**src/upem_consts.svh**
```systemverilog
`ifndef UPEM_CONSTS_SVH
`define UPEM_CONSTS_SVH

// ****************************************************************
// Widths and counts
// ****************************************************************
`define UPEM_NCH        4
`define UPEM_SEL_W      2
`define UPEM_CNT_W      12
`define UPEM_CNT_ZERO   12'h000
`define UPEM_CNT_ONE    12'h001
`define UPEM_CNT_MAX    12'hfff
`define UPEM_NPKT       6
`define UPEM_NIRQ       5
`define UPEM_ADDR_W     5
`define UPEM_DATA_W     32
`define UPEM_BE_W       4

// ****************************************************************
// Register byte offsets
// ****************************************************************
`define UPEM_OFS_CORR   5'h00
`define UPEM_OFS_UNC    5'h04
`define UPEM_OFS_SEL    5'h08
`define UPEM_OFS_HT     5'h0c
`define UPEM_OFS_FLAGS  5'h10
`define UPEM_OFS_IRQST  5'h14
`define UPEM_OFS_IRQMSK 5'h18

// ****************************************************************
// Field positions
// ****************************************************************
`define UPEM_HT_OVF_BIT 12
`define UPEM_MB_BIT     2
`define UPEM_PKT_TRIG   0
`define UPEM_PKT_TACK   1
`define UPEM_PKT_STRM   2
`define UPEM_PKT_CACK   3
`define UPEM_PKT_LTST   4
`define UPEM_PKT_HBT    5
`define UPEM_IRQ_CORR   0
`define UPEM_IRQ_UNC    1
`define UPEM_IRQ_HT     2
`define UPEM_IRQ_OVF    3
`define UPEM_IRQ_PKT    4

// ****************************************************************
// Reset values and bus answers
// ****************************************************************
`define UPEM_SEL_RST    2'h0
`define UPEM_MSK_RST    5'h00
`define UPEM_STS_RST    5'h00
`define UPEM_FLG_RST    6'h00
`define UPEM_RD_ZERO    32'h0000_0000
`define UPEM_RESP_OK    2'h0
`define UPEM_RESP_DEC   2'h3

`endif

```
**src/upem_pkg.sv**
```systemverilog
`include "upem_consts.svh"

package upem_pkg;

	// ****************************************************************
	// Event carriers
	// ****************************************************************
	typedef struct packed {
		logic                    ht_err;
		logic [`UPEM_NPKT-1:0]   pkt_err;
	} upem_chan_ev_s;

	typedef struct packed {
		logic corrected;
		logic uncorrected;
		logic multibyte;
	} upem_glob_ev_s;

	// ****************************************************************
	// Per-channel status
	// ****************************************************************
	typedef struct packed {
		logic                    ovf;
		logic [`UPEM_CNT_W-1:0]  cnt;
		logic [`UPEM_NPKT-1:0]   flags;
	} upem_chan_st_s;

	// Whole state of the top module
	typedef struct packed {
		logic [`UPEM_SEL_W-1:0]  sel;
		logic [`UPEM_NIRQ-1:0]   mask;
		logic [`UPEM_NIRQ-1:0]   status;
		logic [`UPEM_CNT_W-1:0]  corr_cnt;
		logic [`UPEM_CNT_W-1:0]  unc_cnt;
		logic                    mb_seen;
		logic                    ack;
		logic [`UPEM_DATA_W-1:0] rdata;
		logic [1:0]              resp;
	} upem_top_st_s;

	// Counter step, either wrapping or holding at full scale
	function automatic logic [`UPEM_CNT_W-1:0] upem_cnt_inc(
		input logic [`UPEM_CNT_W-1:0] c,
		input logic                   hold_at_max);
		if (hold_at_max && c == `UPEM_CNT_MAX) begin
			upem_cnt_inc = c;
		end else begin
			upem_cnt_inc = c + `UPEM_CNT_ONE;
		end
	endfunction

endpackage

```
**src/upem_chan.sv**
```systemverilog
`timescale 1ns/100ps
`include "upem_consts.svh"

module upem_chan
	import upem_pkg::*;
(
	input  wire logic          clk,
	input  wire logic          resetn,
	input  wire logic          ce,
	input  wire upem_chan_ev_s ev,
	output upem_chan_st_s      st,
	output logic               ovf_evt,
	output logic               flag_evt
);

	upem_chan_st_s st_reg;
	upem_chan_st_s st_next;

	// ****************************************************************
	// Counter, overflow and sticky packet flags
	// ****************************************************************

	// Next state, no path clears anything
	always_comb begin
		st_next  = st_reg;
		ovf_evt  = 1'b0;
		flag_evt = 1'b0;
		if (ev.ht_err) begin
			st_next.cnt = upem_cnt_inc(st_reg.cnt, 1'b0); // see
			if (st_reg.cnt == `UPEM_CNT_MAX) begin
				st_next.ovf = 1'b1;                       // see
				ovf_evt     = 1'b1;
			end
		end
		// see see see see see
		st_next.flags = st_reg.flags | ev.pkt_err;
		flag_evt      = |(ev.pkt_err & ~st_reg.flags);
	end

	// Register, frozen while clock enable is low
	always_ff @(posedge clk or negedge resetn) begin
		if (!resetn) begin
			st_reg.ovf   <= 1'b0;
			st_reg.cnt   <= `UPEM_CNT_ZERO;
			st_reg.flags <= `UPEM_FLG_RST;
		end else if (ce) begin
			st_reg <= st_next;
		end
	end

	assign st = st_reg;

endmodule

```
**src/upem_top.sv**
```systemverilog
// The Avalon-MM slave port and the register addresses were chosen for this implementation.
`timescale 1ns/100ps
`include "upem_consts.svh"

// Behaviour
// Count corrected stream bytes, zero to 4095
// Per-channel 12-bit header/trailer error count
// Bit 12 set on per-channel counter overflow
// Four channel instances, chosen by index
// Per-channel sticky trigger packet error flag
// Per-channel sticky trigger ack error flag
// Per-channel sticky stream packet error flag
// Per-channel sticky control ack error flag
// Per-channel sticky link test error flag
// Per-channel sticky heartbeat packet error flag
// Count uncorrected errors, zero to 4095
// Bit 2 marks multi-byte stream errors
// Reads never modify; only reset clears
// Counter wraps after overflow; bit stays set

module upem_top
	import upem_pkg::*;
#(
	parameter int NCH = `UPEM_NCH
)(
	input  wire logic                     clk,
	input  wire logic                     resetn,
	input  wire logic                     ce,
	input  wire logic [`UPEM_ADDR_W-1:0]  avs_address,
	input  wire logic                     avs_read,
	input  wire logic                     avs_write,
	input  wire logic [`UPEM_DATA_W-1:0]  avs_writedata,
	input  wire logic [`UPEM_BE_W-1:0]    avs_byteenable,
	output logic      [`UPEM_DATA_W-1:0]  avs_readdata,
	output logic      [1:0]               avs_response,
	output logic                          avs_waitrequest,
	input  wire upem_glob_ev_s            glob_ev,
	input  wire upem_chan_ev_s [NCH-1:0]  chan_ev,
	output logic                          irq
);

	// ****************************************************************
	// Channel instances
	// ****************************************************************

	upem_chan_st_s [NCH-1:0] ch_st;
	logic          [NCH-1:0] ch_ovf_evt;
	logic          [NCH-1:0] ch_flag_evt;
	logic          [NCH-1:0] ch_ht_evt;

	// One status block per channel, see
	for (genvar g = 0; g < NCH; g++) begin : g_ch
		upem_chan u_chan (
			.clk      (clk),
			.resetn   (resetn),
			.ce       (ce),
			.ev       (chan_ev[g]),
			.st       (ch_st[g]),
			.ovf_evt  (ch_ovf_evt[g]),
			.flag_evt (ch_flag_evt[g])
		);
		assign ch_ht_evt[g] = chan_ev[g].ht_err;
	end

	// ****************************************************************
	// State
	// ****************************************************************

	upem_top_st_s st_reg;
	upem_top_st_s st_next;

	// ****************************************************************
	// Helper functions
	// ****************************************************************

	// Merge one written byte lane group into a narrow field
	function automatic logic [`UPEM_NIRQ-1:0] upem_lane_low(
		input logic [`UPEM_NIRQ-1:0]  old_val,
		input logic [`UPEM_DATA_W-1:0] wd,
		input logic [`UPEM_BE_W-1:0]   be);
		if (be[0]) begin
			upem_lane_low = wd[`UPEM_NIRQ-1:0];
		end else begin
			upem_lane_low = old_val;
		end
	endfunction

	// Select the status of one channel, zero beyond the last one
	function automatic upem_chan_st_s upem_pick(
		input upem_chan_st_s [NCH-1:0] all,
		input logic [`UPEM_SEL_W-1:0]  idx);
		upem_pick = '0;
		for (int i = 0; i < NCH; i++) begin
			if (idx == i[`UPEM_SEL_W-1:0]) begin
				upem_pick = all[i];
			end
		end
	endfunction

	// ****************************************************************
	// Bus request decoding
	// ****************************************************************

	logic          req;
	logic          rd_take;
	logic          wr_take;
	upem_chan_st_s cur;
	logic [`UPEM_DATA_W-1:0] rd_val;
	logic          rd_hit;
	logic [`UPEM_CNT_W-1:0]  unc_view;

	// A request is pending until its answer cycle
	assign req     = avs_read | avs_write;
	assign wr_take = avs_write & st_reg.ack;
	assign rd_take = avs_read & ~st_reg.ack;

	// Status of the channel picked by the index register, see
	assign cur = upem_pick(ch_st, st_reg.sel);

	// Uncorrected count with the multi-byte marker folded in
	always_comb begin
		unc_view = st_reg.unc_cnt;
		unc_view[`UPEM_MB_BIT] = st_reg.unc_cnt[`UPEM_MB_BIT] | st_reg.mb_seen;
	end

	// Read multiplexer; reads have no side effect, see
	always_comb begin
		rd_val = `UPEM_RD_ZERO;
		rd_hit = 1'b1;
		if (avs_address == `UPEM_OFS_CORR) begin
			rd_val[`UPEM_CNT_W-1:0] = st_reg.corr_cnt;
		end else if (avs_address == `UPEM_OFS_UNC) begin
			rd_val[`UPEM_CNT_W-1:0] = unc_view;
		end else if (avs_address == `UPEM_OFS_SEL) begin
			rd_val[`UPEM_SEL_W-1:0] = st_reg.sel;
		end else if (avs_address == `UPEM_OFS_HT) begin
			rd_val[`UPEM_CNT_W-1:0] = cur.cnt;
			rd_val[`UPEM_HT_OVF_BIT] = cur.ovf;
		end else if (avs_address == `UPEM_OFS_FLAGS) begin
			rd_val[`UPEM_NPKT-1:0] = cur.flags;                 // see
		end else if (avs_address == `UPEM_OFS_IRQST) begin
			rd_val[`UPEM_NIRQ-1:0] = st_reg.status;
		end else if (avs_address == `UPEM_OFS_IRQMSK) begin
			rd_val[`UPEM_NIRQ-1:0] = st_reg.mask;
		end else begin
			rd_hit = 1'b0;
		end
	end

	// ****************************************************************
	// Event gathering
	// ****************************************************************

	logic [`UPEM_NIRQ-1:0] evt_vec;

	// Interrupt sources, one per status bit
	always_comb begin
		evt_vec = `UPEM_STS_RST;
		evt_vec[`UPEM_IRQ_CORR] = glob_ev.corrected;
		evt_vec[`UPEM_IRQ_UNC]  = glob_ev.uncorrected | glob_ev.multibyte;
		evt_vec[`UPEM_IRQ_HT]   = |ch_ht_evt;
		evt_vec[`UPEM_IRQ_OVF]  = |ch_ovf_evt;
		evt_vec[`UPEM_IRQ_PKT]  = |ch_flag_evt;
	end

	// ****************************************************************
	// Next state
	// ****************************************************************

	// Counters, bus answer and control registers
	always_comb begin
		st_next = st_reg;

		// Global stream counters hold at full scale
		if (glob_ev.corrected) begin
			st_next.corr_cnt = upem_cnt_inc(st_reg.corr_cnt, 1'b1);
		end
		if (glob_ev.uncorrected) begin
			st_next.unc_cnt = upem_cnt_inc(st_reg.unc_cnt, 1'b1);
		end
		if (glob_ev.multibyte) begin
			st_next.mb_seen = 1'b1;
		end

		// One wait state, then the answer cycle
		st_next.ack = req & ~st_reg.ack;
		if (rd_take) begin
			st_next.rdata = rd_val;
		end
		if (req && !st_reg.ack) begin
			st_next.resp = rd_hit ? `UPEM_RESP_OK : `UPEM_RESP_DEC;
		end

		// Writes land in the answer cycle; counters are read only, see
		if (wr_take && avs_address == `UPEM_OFS_SEL && avs_byteenable[0]) begin
			st_next.sel = avs_writedata[`UPEM_SEL_W-1:0];
		end
		if (wr_take && avs_address == `UPEM_OFS_IRQMSK) begin
			st_next.mask = upem_lane_low(st_reg.mask, avs_writedata, avs_byteenable);
		end

		// Sticky status: write one clears, a new event wins
		st_next.status = st_reg.status;
		if (wr_take && avs_address == `UPEM_OFS_IRQST && avs_byteenable[0]) begin
			st_next.status = st_reg.status & ~avs_writedata[`UPEM_NIRQ-1:0];
		end
		st_next.status = st_next.status | evt_vec;
	end

	// ****************************************************************
	// Registers
	// ****************************************************************

	// Whole state in one place, frozen while clock enable is low
	always_ff @(posedge clk or negedge resetn) begin
		if (!resetn) begin
			st_reg.sel      <= `UPEM_SEL_RST;
			st_reg.mask     <= `UPEM_MSK_RST;
			st_reg.status   <= `UPEM_STS_RST;
			st_reg.corr_cnt <= `UPEM_CNT_ZERO;
			st_reg.unc_cnt  <= `UPEM_CNT_ZERO;
			st_reg.mb_seen  <= 1'b0;
			st_reg.ack      <= 1'b0;
			st_reg.rdata    <= `UPEM_RD_ZERO;
			st_reg.resp     <= `UPEM_RESP_OK;
		end else if (ce) begin
			st_reg <= st_next;
		end
	end

	// ****************************************************************
	// Outputs
	// ****************************************************************

	// Waitrequest stays high until the answer cycle; a frozen clock enable stalls it
	assign avs_waitrequest = req & ~(st_reg.ack & ce);
	assign avs_readdata    = st_reg.rdata;
	assign avs_response    = st_reg.resp;

	// Level interrupt from unmasked sticky bits
	assign irq = |(st_reg.status & st_reg.mask);

endmodule

```
**config.mk**
```make
export PLATFORM = sky130hd
export DESIGN_NAME = upem_top
export DESIGN_NICKNAME = d
export VERILOG_FILES = /design/src/upem_pkg.sv /design/src/upem_chan.sv /design/src/upem_top.sv
export VERILOG_INCLUDE_DIRS = /design/src
export SDC_FILE = /design/constraint.sdc
export NUM_CORES = 1
export LEC_CHECK = 0
export BUFFER_PORTS_ARGS = -buffer_cell sky130_fd_sc_hd__buf_2
export CORE_AREA = 2 2 154 171
export DETAILED_ROUTE_END_ITERATION = 12
export DIE_AREA = 0 0 156 173
export PLACE_DENSITY = 0.51
export SETUP_SLACK_MARGIN = 0.4
export SLEW_MARGIN = 10
export SYNTH_ARGS = -nofsm -noshare
export SYNTH_HDL_FRONTEND = slang
export SYNTH_SLANG_ARGS = --single-unit
export TNS_END_PERCENT = 100
```
**constraint.sdc**
```tcl
create_clock -name clk -period 2 [get_ports clk]
set_input_delay 0 -clock clk [delete_from_list [all_inputs] [get_ports clk]]
set_output_delay 0 -clock clk [all_outputs]
set_load 0.01 [all_outputs]
```
==> impl_metrics.tcl <==
set metrics [dict create \
    min_period_over_period 0.848 \
    die_w_um 156 \
    synth-warning-count 0 \
    grt_max_degree 54 \
    r2r-start "st_reg[70]" \
    htreeDepth 4 \
    largest_register_ffs 76 \
    power_density_nw_per_um2 950 \
    track_usage 0.139 \
    syn_to_final_growth_pct 30.2 \
    dieArea_um2 27000 \
    viasPerCell 4.71 \
    io_buffers 63 \
    drv_slew 0 \
    netlist_instances 641 \
    grt_pass1_vias 5288 \
    worst_slack_ns 0.303 \
    fin_util 0.347 \
    nNetsFinal 858 \
    hp-class "primary input to flip-flop" \
    clockBufferDepth 2 \
    antennaDiodeCount 0 \
    finalNonFillerCells 1103 \
    synthFlopType "dfrtp_1" \
    tightest_slew_ns 0.569 \
    crit_path_end_kind "flip-flop" \
    layout_common_cells "123 x dfrtp_1, 62 x buf_2, 60 x nand2_1" \
    run_status "finished clean" \
    io_pins 113 \
    tns_ns 0 \
    seq_area_um2 3210 \
    grt_pass1_wl_um 29200 \
    post-place-ws_ns 0.238 \
    synth.avg_cell_area_um2 10.5 \
    path_class "flip-flop to flip-flop" \
    p_leak_nw 3.76 \
    fmax_ghz 0.589 \
    crit_arrival_ns 2.04 \
    place.gp.congestion 0.782 \
    synthArstFlopShare 1.00 \
    layout_min_cycle_time_ns 1.70 \
    setup_viol 0 \
    cts_buffers 17 \
    route.vias.total 5197 \
    cts_sinks 128 \
    critPathRequiredTime_ns 2.35 \
    finalHoldViolCount 0 \
    start_kind "flip-flop" \
    cts-root-buf "clkbuf_16" \
    die_h_um 173 \
    syn-cell-area_um2 6700 \
    drc 0 \
    fillers 2529 \
    clock_latency_ns 0.43 \
    synth_edf_count 0 \
    cts_tree "done" \
    ys_types 50 \
    ys_top_cells_by_area "dfrtp_1 48%, xnor2_1 5.7%, mux4_2 5.4%" \
    rows 61 \
    wl_um 18100 \
    grt.overflow.total 0 \
    drive_gt1_frac 0.268 \
    synth_top_cell_by_area "dfrtp_1" \
    dr.pass1.iters 4 \
    relSlewSlack 0.618 \
    multi_input_area_um2 3240 \
    crit_path_start "st_reg[70]" \
    rsz0062_at_grt "yes" \
    placedCellCount 1003 \
    wl_per_cell_um 16.4 \
    synth_seq_area_share 0.478 \
    maxCapViolCount 0 \
    fp.coreArea_um2 25100 \
    dp_hpwl_um 13100 \
    antenna_found_initial 0 \
    hp-start "avs_address[1]" \
    postRouteAntennaNets 0 \
    synth.top_cell.area_share 0.478 \
    drt-initial-drc-count 259 \
    final_common_cell "dfrtp_1" \
    initial_core_util 0.267 \
    crit_fanout 5 \
    ir_drop_mv 0.482 \
    finalPower_mw 8.29 \
    fin_worst_skew_ns 0.0112 \
    clk_pin_slew_worst_paths_ns 0.06 \
    ys_ff_latch 128 \
]
timing repair:
item                                   4_1_cts  5_1_grt
pin swaps                                    7       19
resized for setup                           12       27
endpoints found under the hold margin      102        0
setup endpoints to repair                   19       33
hold buffers                                40        0
cloned                                       0        1
buffers inserted                            15       12
kinds of logic after synthesis:
family                     Yosys count  share of synthesized area
adders and majority gates            6                     0.0112
xor gates and xnor gates            64                     0.0836
AOI/OAI and AO/OA                  119                      0.118
and+or+nand+nor                    202                      0.150
DFF                                128                      0.478
buffers and inverters               83                     0.0694
muxes                               38                     0.0892
other                                1                   0.000559
worst max-delay path: stages (launching register included):
cell	delay (ns)
dfrtp_1	0.41
buf_12	0.15
mux2i_1	0.12
nor3_1	0.15
a2111oi_1	0.08
or4b_1	0.53
a31oi_1	0.17
cells in the mapped netlist (3+ instances only):
cell type and instances:
a211o_1 3, a21o_1 27, a21oi_1 35, a22oi_1 6, a31oi_1 5, and2_1 9, and3_1 8, and4_1 11
buf_1 3, buf_2 9, buf_4 36, clkbuf_1 5, dfrtp_1 128, ha_1 6, inv_1 29, mux2_2 14
mux2i_1 8, mux4_2 16, nand2_1 60, nand2b_1 4, nand3_1 30, nand4_1 12, nor2_1 34, nor2b_1 7
nor3_1 12, nor4_1 5, o21ai_0 12, o22ai_1 15, or3_1 4, xnor2_1 44, xor2_1 20
layer usage:
layer / track usage / share of wire / vias to the layer above / wire [um]
li1: - / - / 2494 / -
met2: 0.232 / 0.51 / 91 / 9190
met4: 0.0455 / 0.013 / 0 / 240
met5: 0 / 0 / - / 0
met3: 0.0283 / 0.032 / 21 / 586
met1: 0.181 / 0.45 / 2591 / 8110
per-stage QoR:
step | hold WS, ns | instance area [um2]
2_1_floorplan | -0.296 | 6800
3_3_place_gp | 0.0186 | 7340
3_5_place_dp | 0.0172 | 7340
4_1_cts | 0.0203 | 8510
5_1_grt | 0.0436 | 8720
6_report | 0.0438 | 8720
path summary, 6_finish.rpt:
check	to	slack [ns]	cells after the start
worst max-delay path	avs_readdata[2]	0.30	6
worst min-delay path	avs_response[0]	0.04	4
max in group asynchronous	g_ch[2].u_chan.st[11]	1.25	3
worst max register to register	avs_readdata[2]	0.30	6
min in group asynchronous	g_ch[3].u_chan.st[1]	0.08	2
worst min register to register	avs_readdata[12]	0.46	2
final cells by class:
cell class,instances,area share
multi-input combinational,448,0.371
clock inverter,8,0.0118
clock buffer,24,0.0564
timing repair buffer,151,0.135
sequential,128,0.368
inverter,29,0.0125
tap,315,0.0452
power by group:
| group | switching [mW] | internal, mW |
|---|---|---|
| sequential | 0.469 | 3.01 |
| clock | 1.17 | 1.97 |
| combinational | 0.801 | 0.867 |
No activity file was read; power rests on OpenSTA's default activity.
